## src/igc_pkg.sv

```systemverilog
// register offsets, field positions and reset values of the global id/config bank
// assumes an apb slave with 32-bit data and pprot[1] marking non-secure accesses
package igc_pkg;

  // ******************************
  // register offsets (byte addresses)
  // ******************************
  localparam logic [11:0] OFS_CAP1 = 12'h004;
  localparam logic [11:0] OFS_CAP2 = 12'h008;
  localparam logic [11:0] OFS_CAP3 = 12'h00c;
  localparam logic [11:0] OFS_CAP4 = 12'h010;
  localparam logic [11:0] OFS_CAP5 = 12'h014;
  localparam logic [11:0] OFS_CAP6 = 12'h018;
  localparam logic [11:0] OFS_CAP7 = 12'h01c;
  localparam logic [11:0] OFS_AUX = 12'h020;
  localparam logic [11:0] OFS_CFG0 = 12'h024;
  localparam logic [11:0] OFS_CFG0_ALIAS = 12'h028;
  localparam logic [11:0] OFS_AUX_ALIAS = 12'h02c;
  localparam logic [11:0] OFS_SCFG1 = 12'h030;

  // ******************************
  // capability word field positions
  // ******************************
  localparam int CAP1_PAGESZ_B = 31;
  localparam int CAP1_PGIDX_LSB = 28;
  localparam int CAP1_S2CB_LSB = 16;
  localparam int CAP1_CONFLICT_DET_B = 15;
  localparam int CAP1_SECTBL_B = 12;
  localparam int CAP1_SSDIDX_LSB = 8;
  localparam int CAP1_BANKS_LSB = 0;
  localparam int CAP2_OUTSZ_LSB = 4;
  localparam int CAP2_INSZ_LSB = 0;
  localparam int CAP7_MAJOR_LSB = 4;
  localparam int CAP7_MINOR_LSB = 0;

  // ******************************
  // configuration register 0 fields
  // ******************************
  localparam int CFG0_SECATTR_LSB = 28;
  localparam int CFG0_WALLOC_LSB = 26;
  localparam int CFG0_RALLOC_LSB = 24;
  localparam int CFG0_SHARE_LSB = 22;
  localparam int CFG0_CONFLICT_B = 21;
  localparam logic [31:0] CFG0_S_FIELDS = 32'h3fe00000;
  localparam logic [31:0] CFG0_NS_FIELDS = 32'h0fe00000;
  localparam logic [31:0] CFG0_CONFLICT_MASK = 32'h00200000;
  localparam logic [31:0] CFG0_RST = 32'h00000000;
  localparam logic [31:0] AUX_RST = 32'h00000000;
  localparam logic [31:0] SCFG1_FIELDS = 32'h000000ff;

  // ******************************
  // block state
  // ******************************
  typedef struct packed {
    logic pready;
    logic pslverr;
    logic [31:0] prdata;
    logic [31:0] aux_s;
    logic [31:0] aux_ns;
    logic [31:0] cfg_s;
    logic [31:0] cfg_ns;
    logic [7:0] ns_limit;
  } igc_state_t;

endpackage

```

## src/igc_regs.sv

```systemverilog
// global identification words and top-level bypass configuration, apb4 slave
// assumes a single clock, synchronous active-low reset, pprot[1]=1 for non-secure
`timescale 1ns/1ps
`default_nettype none

module igc_regs
  import igc_pkg::*;
#(
  parameter bit SEC_EXT = 1'b1,
  parameter bit PAGE_64K = 1'b0,
  parameter logic [2:0] PAGE_INDEX_BITS = 3'h0,
  parameter bit STAGE2_SUPPORTED = 1'b1,
  parameter logic [7:0] STAGE2_BANKS = 8'h00,
  parameter bit CONFLICT_DETECT = 1'b0,
  parameter bit SEC_TABLE_PRESENT = 1'b0,
  parameter logic [3:0] SEC_INDEX_BITS = 4'h0,
  parameter logic [7:0] BANK_COUNT = 8'h08,
  parameter logic [3:0] OUT_ADDR_SIZE = 4'h0,
  parameter logic [3:0] IN_ADDR_SIZE = 4'h0,
  parameter logic [3:0] VER_MAJOR = 4'h1,
  parameter logic [3:0] VER_MINOR = 4'h0,
  parameter logic [31:0] IMPL_CAP4 = 32'h00000000,
  parameter logic [31:0] IMPL_CAP5 = 32'h00000000,
  parameter bit CONFLICT_FIXED = 1'b0,
  parameter bit CONFLICT_FIXED_VAL = 1'b0
) (
  input wire logic mclk_in,
  input wire logic rst_n_in,
  input wire logic psel_in,
  input wire logic penable_in,
  input wire logic pwrite_in,
  input wire logic [11:0] paddr_in,
  input wire logic [31:0] pwdata_in,
  input wire logic [3:0] pstrb_in,
  input wire logic [2:0] pprot_in,
  output logic [31:0] prdata_out,
  output logic pready_out,
  output logic pslverr_out,
  output logic [1:0] s_bypass_security_attr_out,
  output logic [1:0] s_bypass_write_alloc_out,
  output logic [1:0] s_bypass_read_alloc_out,
  output logic [1:0] s_bypass_shareability_out,
  output logic s_conflict_fault_select_out,
  output logic [1:0] ns_bypass_write_alloc_out,
  output logic [1:0] ns_bypass_read_alloc_out,
  output logic [1:0] ns_bypass_shareability_out,
  output logic ns_conflict_fault_select_out,
  output logic [31:0] aux_s_out,
  output logic [31:0] aux_ns_out
);

  // ******************************
  // reset state, write masks and capability word builders
  // ******************************
  localparam logic [31:0] CFG0_RST_V = CFG0_RST | (CONFLICT_FIXED_VAL ? CFG0_CONFLICT_MASK : 32'h00000000);
  // a fixed conflict bit is simply kept out of the write mask
  localparam logic [31:0] CFG0_S_WMASK = CONFLICT_FIXED ? (CFG0_S_FIELDS & ~CFG0_CONFLICT_MASK) : CFG0_S_FIELDS;
  localparam logic [31:0] CFG0_NS_WMASK = CONFLICT_FIXED ? (CFG0_NS_FIELDS & ~CFG0_CONFLICT_MASK) : CFG0_NS_FIELDS;
  localparam igc_state_t ST_RST = '{pready: 1'b0, pslverr: 1'b0, prdata: 32'h00000000,
                                    aux_s: AUX_RST, aux_ns: AUX_RST, cfg_s: CFG0_RST_V,
                                    cfg_ns: CFG0_RST_V, ns_limit: BANK_COUNT};

  function automatic logic [31:0] cap1_word(input logic ns_view, input logic [7:0] ns_limit);
    logic [31:0] v;
    v = 32'h00000000;
    v[CAP1_PAGESZ_B] = PAGE_64K;
    v[CAP1_PGIDX_LSB +: 3] = PAGE_INDEX_BITS;
    v[CAP1_S2CB_LSB +: 8] = STAGE2_SUPPORTED ? STAGE2_BANKS : 8'h00;
    v[CAP1_CONFLICT_DET_B] = CONFLICT_DETECT;
    v[CAP1_SECTBL_B] = SEC_TABLE_PRESENT & ~ns_view;
    v[CAP1_SSDIDX_LSB +: 4] = (SEC_TABLE_PRESENT & ~ns_view) ? SEC_INDEX_BITS : 4'h0;
    v[CAP1_BANKS_LSB +: 8] = ns_view ? ns_limit : BANK_COUNT;
    return v;
  endfunction

  function automatic logic [31:0] cap2_word();
    logic [31:0] v;
    v = 32'h00000000;
    v[CAP2_OUTSZ_LSB +: 4] = OUT_ADDR_SIZE;
    v[CAP2_INSZ_LSB +: 4] = IN_ADDR_SIZE;
    return v;
  endfunction

  function automatic logic [31:0] cap7_word();
    logic [31:0] v;
    v = 32'h00000000;
    v[CAP7_MAJOR_LSB +: 4] = VER_MAJOR;
    v[CAP7_MINOR_LSB +: 4] = VER_MINOR;
    return v;
  endfunction

  // byte strobes and the field mask together decide which bits a write touches
  function automatic logic [31:0] wmerge(input logic [31:0] old, input logic [31:0] wd,
                                          input logic [3:0] strb, input logic [31:0] mask);
    logic [31:0] m;
    m = {{8{strb[3]}}, {8{strb[2]}}, {8{strb[1]}}, {8{strb[0]}}} & mask;
    return (old & ~m) | (wd & m);
  endfunction

  // ******************************
  // state and apb decode
  // ******************************
  igc_state_t st_r;
  igc_state_t st_nxt;
  logic [11:0] word_addr;
  logic ns_view;
  logic ns_bank;
  logic setup;
  logic wr_fire;

  assign word_addr = {paddr_in[11:2], 2'b00};
  // without security support there is a single bank and no secure-only registers
  assign ns_view = SEC_EXT & pprot_in[1];
  assign ns_bank = ~SEC_EXT | pprot_in[1];
  assign setup = psel_in & ~penable_in;
  assign wr_fire = psel_in & penable_in & pwrite_in & st_r.pready;

  always_comb begin
    logic hit;
    logic [31:0] rd;
    logic [31:0] lim_w;
    hit = 1'b1;
    lim_w = wmerge({24'h000000, st_r.ns_limit}, pwdata_in, pstrb_in, SCFG1_FIELDS);
    rd = 32'h00000000;
    st_nxt = st_r;
    // zero-wait slave: ready for exactly the first access cycle
    st_nxt.pready = setup;
    unique case (word_addr)
      OFS_CAP1: rd = cap1_word(ns_view, st_r.ns_limit);
      OFS_CAP2: rd = cap2_word();
      OFS_CAP3: rd = 32'h00000000;
      OFS_CAP4: rd = IMPL_CAP4;
      OFS_CAP5: rd = IMPL_CAP5;
      OFS_CAP6: rd = 32'h00000000;
      OFS_CAP7: rd = cap7_word();
      OFS_AUX: rd = ns_bank ? st_r.aux_ns : st_r.aux_s;
      OFS_CFG0: rd = ns_bank ? st_r.cfg_ns : st_r.cfg_s;
      OFS_CFG0_ALIAS: begin
        hit = ~ns_bank;
        rd = ns_bank ? 32'h00000000 : st_r.cfg_ns;
      end
      OFS_AUX_ALIAS: begin
        hit = ~ns_bank;
        rd = ns_bank ? 32'h00000000 : st_r.aux_ns;
      end
      OFS_SCFG1: begin
        hit = ~ns_bank;
        rd = ns_bank ? 32'h00000000 : {24'h000000, st_r.ns_limit};
      end
      default: begin
        hit = 1'b0;
        rd = 32'h00000000;
      end
    endcase
    if (setup) begin
      st_nxt.prdata = pwrite_in ? 32'h00000000 : rd;
      st_nxt.pslverr = ~hit;
    end
    // capability words have no write path at all
    if (wr_fire && hit) begin
      unique case (word_addr)
        OFS_AUX: begin
          if (ns_bank) begin
            st_nxt.aux_ns = wmerge(st_r.aux_ns, pwdata_in, pstrb_in, 32'hffffffff);
          end else begin
            st_nxt.aux_s = wmerge(st_r.aux_s, pwdata_in, pstrb_in, 32'hffffffff);
          end
        end
        OFS_CFG0: begin
          if (ns_bank) begin
            st_nxt.cfg_ns = wmerge(st_r.cfg_ns, pwdata_in, pstrb_in, CFG0_NS_WMASK);
          end else begin
            st_nxt.cfg_s = wmerge(st_r.cfg_s, pwdata_in, pstrb_in, CFG0_S_WMASK);
          end
        end
        OFS_CFG0_ALIAS: st_nxt.cfg_ns = wmerge(st_r.cfg_ns, pwdata_in, pstrb_in, CFG0_NS_WMASK);
        OFS_AUX_ALIAS: st_nxt.aux_ns = wmerge(st_r.aux_ns, pwdata_in, pstrb_in, 32'hffffffff);
        OFS_SCFG1: st_nxt.ns_limit = lim_w[7:0];
        default: st_nxt.prdata = st_r.prdata;
      endcase
    end
  end

  always_ff @(posedge mclk_in) begin
    if (!rst_n_in) begin
      st_r <= ST_RST;
    end else begin
      st_r <= st_nxt;
    end
  end

  // ******************************
  // outputs
  // ******************************
  assign prdata_out = st_r.prdata;
  assign pready_out = st_r.pready;
  assign pslverr_out = st_r.pslverr;
  assign s_bypass_security_attr_out = st_r.cfg_s[CFG0_SECATTR_LSB +: 2];
  assign s_bypass_write_alloc_out = st_r.cfg_s[CFG0_WALLOC_LSB +: 2];
  assign s_bypass_read_alloc_out = st_r.cfg_s[CFG0_RALLOC_LSB +: 2];
  assign s_bypass_shareability_out = st_r.cfg_s[CFG0_SHARE_LSB +: 2];
  assign s_conflict_fault_select_out = st_r.cfg_s[CFG0_CONFLICT_B];
  assign ns_bypass_write_alloc_out = st_r.cfg_ns[CFG0_WALLOC_LSB +: 2];
  assign ns_bypass_read_alloc_out = st_r.cfg_ns[CFG0_RALLOC_LSB +: 2];
  assign ns_bypass_shareability_out = st_r.cfg_ns[CFG0_SHARE_LSB +: 2];
  assign ns_conflict_fault_select_out = st_r.cfg_ns[CFG0_CONFLICT_B];
  assign aux_s_out = st_r.aux_s;
  assign aux_ns_out = st_r.aux_ns;
endmodule

`default_nettype wire

```

## config.mk

```make
export PLATFORM = sky130hd
export DESIGN_NAME = igc_regs
export DESIGN_NICKNAME = d
export VERILOG_FILES = /design/src/igc_pkg.sv /design/src/igc_regs.sv
export SDC_FILE = /design/constraint.sdc
export NUM_CORES = 1
export LEC_CHECK = 0
export CORE_MARGIN = 10
export CORE_UTILIZATION = 25
export DETAILED_ROUTE_END_ITERATION = 10
export DONT_BUFFER_PORTS = 1
export GPL_ROUTABILITY_DRIVEN = 0
export PLACE_DENSITY = 0.39
export SLEW_MARGIN = 20
export SYNTH_ARGS = -nofsm -noshare
export SYNTH_HDL_FRONTEND = slang
export SYNTH_SLANG_ARGS = --single-unit
```

## constraint.sdc

```tcl
create_clock -name mclk_in -period 2.55 [get_ports mclk_in]
set_clock_uncertainty 0.2 [all_clocks]
set_input_delay 0 -clock mclk_in [delete_from_list [all_inputs] [get_ports mclk_in]]
set_output_delay 0 -clock mclk_in [all_outputs]
set_load 0.005 [all_outputs]
```

==> impl_metrics.xml <==
<?xml version="1.0" encoding="UTF-8"?>
<metrics>
  <group name="sta">
    <metric name="worst-slew-pin-transition" unit="ns">1.00</metric>
    <metric name="postLayoutSetupSlackWorst" unit="ns">0.0791</metric>
    <metric name="timing.final.crit_period" unit="ns">2.47</metric>
    <metric name="drv_slew" unit="">0</metric>
    <metric name="rsz0062_at_grt" unit="">false</metric>
    <metric name="setup_viol_count_final" unit="">0</metric>
    <metric name="max_freq" unit="MHz">405</metric>
    <metric name="timing.final.hold_violations" unit="">0</metric>
    <metric name="min_period_over_period" unit="%">96.9</metric>
    <metric name="fin_tns_setup" unit="ns">0</metric>
    <metric name="worst_slew_slack_as_a_fraction_of_its_limit" unit="%">33.1</metric>
  </group>
  <group name="min_path">
    <metric name="holdCritPathClass" unit="">primary input to flop</metric>
    <metric name="timing.hold.worst.start" unit="">paddr_in[4]</metric>
  </group>
  <group name="setup_path">
    <metric name="worst-endpoint-arrival" unit="ns">2.63</metric>
    <metric name="setup.worst_path.start_class" unit="">primary input</metric>
    <metric name="crit_start" unit="">paddr_in[11]</metric>
    <metric name="worstReg2RegStart" unit="">pready_out</metric>
    <metric name="critPathCaptureType" unit="">flop</metric>
    <metric name="worst-endpoint-required" unit="ns">2.71</metric>
    <metric name="slack_of_the_worst_reg_to_reg_path" unit="ns">0.17</metric>
    <metric name="timing.setup.critical_path_class" unit="">primary input to flop</metric>
    <metric name="worst-path-max-fanout" unit="">6</metric>
  </group>
  <group name="yosys">
    <metric name="ys.flop_type" unit="">sky130_fd_sc_hd__dfxtp_1</metric>
    <metric name="yosys_warnings" unit="">0</metric>
    <metric name="seq_area_frac_synth" unit="%">38.9</metric>
    <metric name="mappedNetlistArea" unit="um2">6280</metric>
    <metric name="biggest_area_contributors_in_the_synthesized_netlist" unit="">sky130_fd_sc_hd__dfxtp_1 39%, sky130_fd_sc_hd__buf_4 14%, sky130_fd_sc_hd__mux2i_1 12%, sky130_fd_sc_hd__nand2_1 7.6%, sky130_fd_sc_hd__a22oi_1 2.9%</metric>
    <metric name="synthesis.nets" unit="">750</metric>
    <metric name="yosys.area_share.simple" unit="%">16.4</metric>
    <metric name="synth-edff-count" unit="">0</metric>
    <metric name="synth_area_per_cell" unit="um2">9.05</metric>
    <metric name="syn_inst" unit="">694</metric>
    <metric name="yosys.area_share.xor_xnor" unit="%">0</metric>
    <metric name="synth_compound_area_share" unit="%">14.5</metric>
    <metric name="synth_top_family_by_area" unit="">simple AND/OR/NAND/NOR gates</metric>
    <metric name="netlist-cell-type-count" unit="">62</metric>
    <metric name="synth_top_cell_by_area" unit="">sky130_fd_sc_hd__dfxtp_1</metric>
    <metric name="yosysTopAreaCellShare" unit="%">38.9</metric>
    <metric name="synth_async_sr_flop_share" unit="%">0</metric>
    <metric name="yosys.area_share.adder" unit="%">0</metric>
    <metric name="synth.area.mux_share" unit="%">13.9</metric>
    <metric name="ys_seq_elements" unit="">122</metric>
  </group>
  <group name="finish">
    <metric name="fill_cell_instance_count_of_the_final_layout" unit="">2568</metric>
    <metric name="layout.cell_area.non_filler" unit="um2">7230</metric>
    <metric name="multiInputGateArea" unit="um2">2850</metric>
    <metric name="final_layout_size_suffix_gt1_share" unit="%">10.7</metric>
    <metric name="design.final.nets" unit="">709</metric>
    <metric name="final-seq-area" unit="um2">2440</metric>
    <metric name="area_growth" unit="%">15.0</metric>
    <metric name="utilization" unit="%">29.5</metric>
  </group>
  <group name="placed_design">
    <metric name="port_buffer_count" unit="">0</metric>
    <metric name="post-place-ws" unit="ns">0.361</metric>
    <metric name="detailed_place_hpwl" unit="mm">15.2</metric>
    <metric name="post_dp_cell_area" unit="um2">5810</metric>
  </group>
  <group name="grt">
    <metric name="grt_overflow_total" unit="">0</metric>
    <metric name="grt_start_max_net_pins" unit="">90</metric>
    <metric name="global_route_wire_length_before_repair" unit="mm">32.4</metric>
    <metric name="gr-usage-all-layers" unit="%">13.6</metric>
    <metric name="antenna_violations_before_repair" unit="">2</metric>
    <metric name="grt_pass1_vias" unit="">4905</metric>
  </group>
  <group name="cts">
    <metric name="clk_root_buffer_cell" unit="">sky130_fd_sc_hd__clkbuf_16</metric>
    <metric name="clock_slew_seen_by_the_registers_of_the_worst_setup_and_hold_paths" unit="ns">0.06</metric>
    <metric name="count_of_clock_tree_sinks" unit="">122</metric>
    <metric name="htree_num_levels" unit="">4</metric>
    <metric name="clock_insertion_delay_worst_skew" unit="ns">0.42</metric>
    <metric name="tritoncts_clock_tree" unit="">yes</metric>
    <metric name="clock_tree.buffer_depth" unit="">2</metric>
    <metric name="tritoncts.num_buffers" unit="">17</metric>
  </group>
  <group name="route">
    <metric name="detail_route.wirelength" unit="mm">22.0</metric>
    <metric name="drt_iter0_drcs" unit="">344</metric>
    <metric name="routedWlPerCell" unit="um">22.2</metric>
    <metric name="post-route-drc-count" unit="">0</metric>
    <metric name="drt_pre_antenna_iters" unit="">5</metric>
    <metric name="route.detailed.vias_per_inst" unit="">4.84</metric>
    <metric name="drt_antenna_net_count" unit="">0</metric>
    <metric name="vias" unit="">4800</metric>
  </group>
  <group name="floorplanning">
    <metric name="fp.dieW" unit="um">179</metric>
    <metric name="initial_utilization" unit="%">25.6</metric>
    <metric name="boundaryPins" unit="">170</metric>
    <metric name="core-area" unit="um2">24500</metric>
    <metric name="die_outline_height" unit="um">179</metric>
    <metric name="num_rows" unit="">57</metric>
    <metric name="area_enclosed_by_the_die_boundary" unit="um2">31900</metric>
  </group>
  <group name="power">
    <metric name="power.density_cell_area" unit="nW/um2">658</metric>
    <metric name="ir_drop" unit="uV">405</metric>
    <metric name="p_leak" unit="nW">2.63</metric>
  </group>
  <group name="run_status">
    <metric name="outcome" unit="">completed</metric>
  </group>
  <group name="job">
    <metric name="drv_cap" unit="">0</metric>
  </group>
</metrics>
-- worst max-delay path, stage by stage --
cell and delay [ns]:
sky130_fd_sc_hd__dlygate4sd3_1 0.58, sky130_fd_sc_hd__nor2_1 0.18, sky130_fd_sc_hd__dlygate4sd3_1 0.66, sky130_fd_sc_hd__nand4_1 0.32, sky130_fd_sc_hd__nor2_1 0.62, sky130_fd_sc_hd__a221o_1 0.27
-- Yosys cell counts (5+ instances only) --
cell type,number
sky130_fd_sc_hd__o31ai_1,8
sky130_fd_sc_hd__a221o_1,6
sky130_fd_sc_hd__and2_1,9
sky130_fd_sc_hd__mux2i_1,77
sky130_fd_sc_hd__nand3_1,11
sky130_fd_sc_hd__o21ai_0,32
sky130_fd_sc_hd__nand2_1,127
sky130_fd_sc_hd__buf_4,113
sky130_fd_sc_hd__o2bb2ai_1,10
sky130_fd_sc_hd__a32oi_1,8
sky130_fd_sc_hd__nor2_1,9
sky130_fd_sc_hd__and3_1,5
sky130_fd_sc_hd__nand4_1,12
sky130_fd_sc_hd__a22oi_1,24
sky130_fd_sc_hd__a21oi_1,20
sky130_fd_sc_hd__dfxtp_1,122
sky130_fd_sc_hd__clkbuf_1,19
sky130_fd_sc_hd__buf_2,12
-- per-layer routing --
metal	vias to the layer above	track usage [%]	wire, um
met5	-	0	7
met2	162	21.1	10000
met3	23	6.00	2300
li1	2280	-	-
met1	2333	16.1	9250
met4	2	5.41	426
-- kinds of logic after synthesis --
family / count (synthesis)
buffers and inverters: 154
multiplexers: 83
flip-flops: 122
AND/OR/NAND/NOR: 206
AO/OA/AOI/OAI: 129
-- report_power, final --
part           internal (mW)  total, mW  switching (mW)  leakage (nW)
clock network           1.56       2.56            1.00         0.289
logic                  0.111      0.280           0.169          1.36
registers               1.91       1.91         0.00262         0.982
-- final timing paths --
kind,to,depth (start not counted)
hold reg to reg,flop,2
setup / recovery,prdata_out[2],6
hold / removal,flop,3
setup reg to reg,flop,6
-- per-stage QoR --
stage               power [mW]  cells  hold WS [ns]
CTS                       4.81    989        0.0156
global placement          2.08    884       -0.0547
detailed placement        2.09    884       -0.0525
finish                    4.75    991        0.0173
floorplan                 2.08    694       -0.0481
global route              4.91    991        0.0343
-- cells in the final DEF, fill, tap and decap left out, types with 9 or more instances in the layout --
| master | count |
|---|---|
| sky130_fd_sc_hd__a21oi_1 | 19 |
| sky130_fd_sc_hd__a22oi_1 | 24 |
| sky130_fd_sc_hd__and2_1 | 9 |
| sky130_fd_sc_hd__buf_4 | 15 |
| sky130_fd_sc_hd__clkbuf_16 | 17 |
| sky130_fd_sc_hd__dfxtp_1 | 122 |
| sky130_fd_sc_hd__dlygate4sd3_1 | 72 |
| sky130_fd_sc_hd__mux2i_1 | 77 |
| sky130_fd_sc_hd__nand2_1 | 127 |
| sky130_fd_sc_hd__nand3_1 | 11 |
| sky130_fd_sc_hd__nand4_1 | 12 |
| sky130_fd_sc_hd__o21ai_0 | 32 |
| sky130_fd_sc_hd__o2bb2ai_1 | 10 |
-- cell type report --
class / instances / area share [%]
clock inverter: 15 / 2.67
multi-input combinational: 418 / 39.4
inverter: 5 / 0.260
tap: 324 / 5.61
timing repair buffer: 89 / 12.3
sequential: 122 / 33.8
antenna: 1 / 0.0346
clock buffer: 17 / 5.89
-- repair_timing --
item,in CTS,in global routing
hold buffers,73,1
setup endpoints to repair,0,22
endpoints found under the hold margin,116,6
gates resized for setup,0,4
setup buffers,0,0
Note: power is estimated with default switching activity, not from simulation.
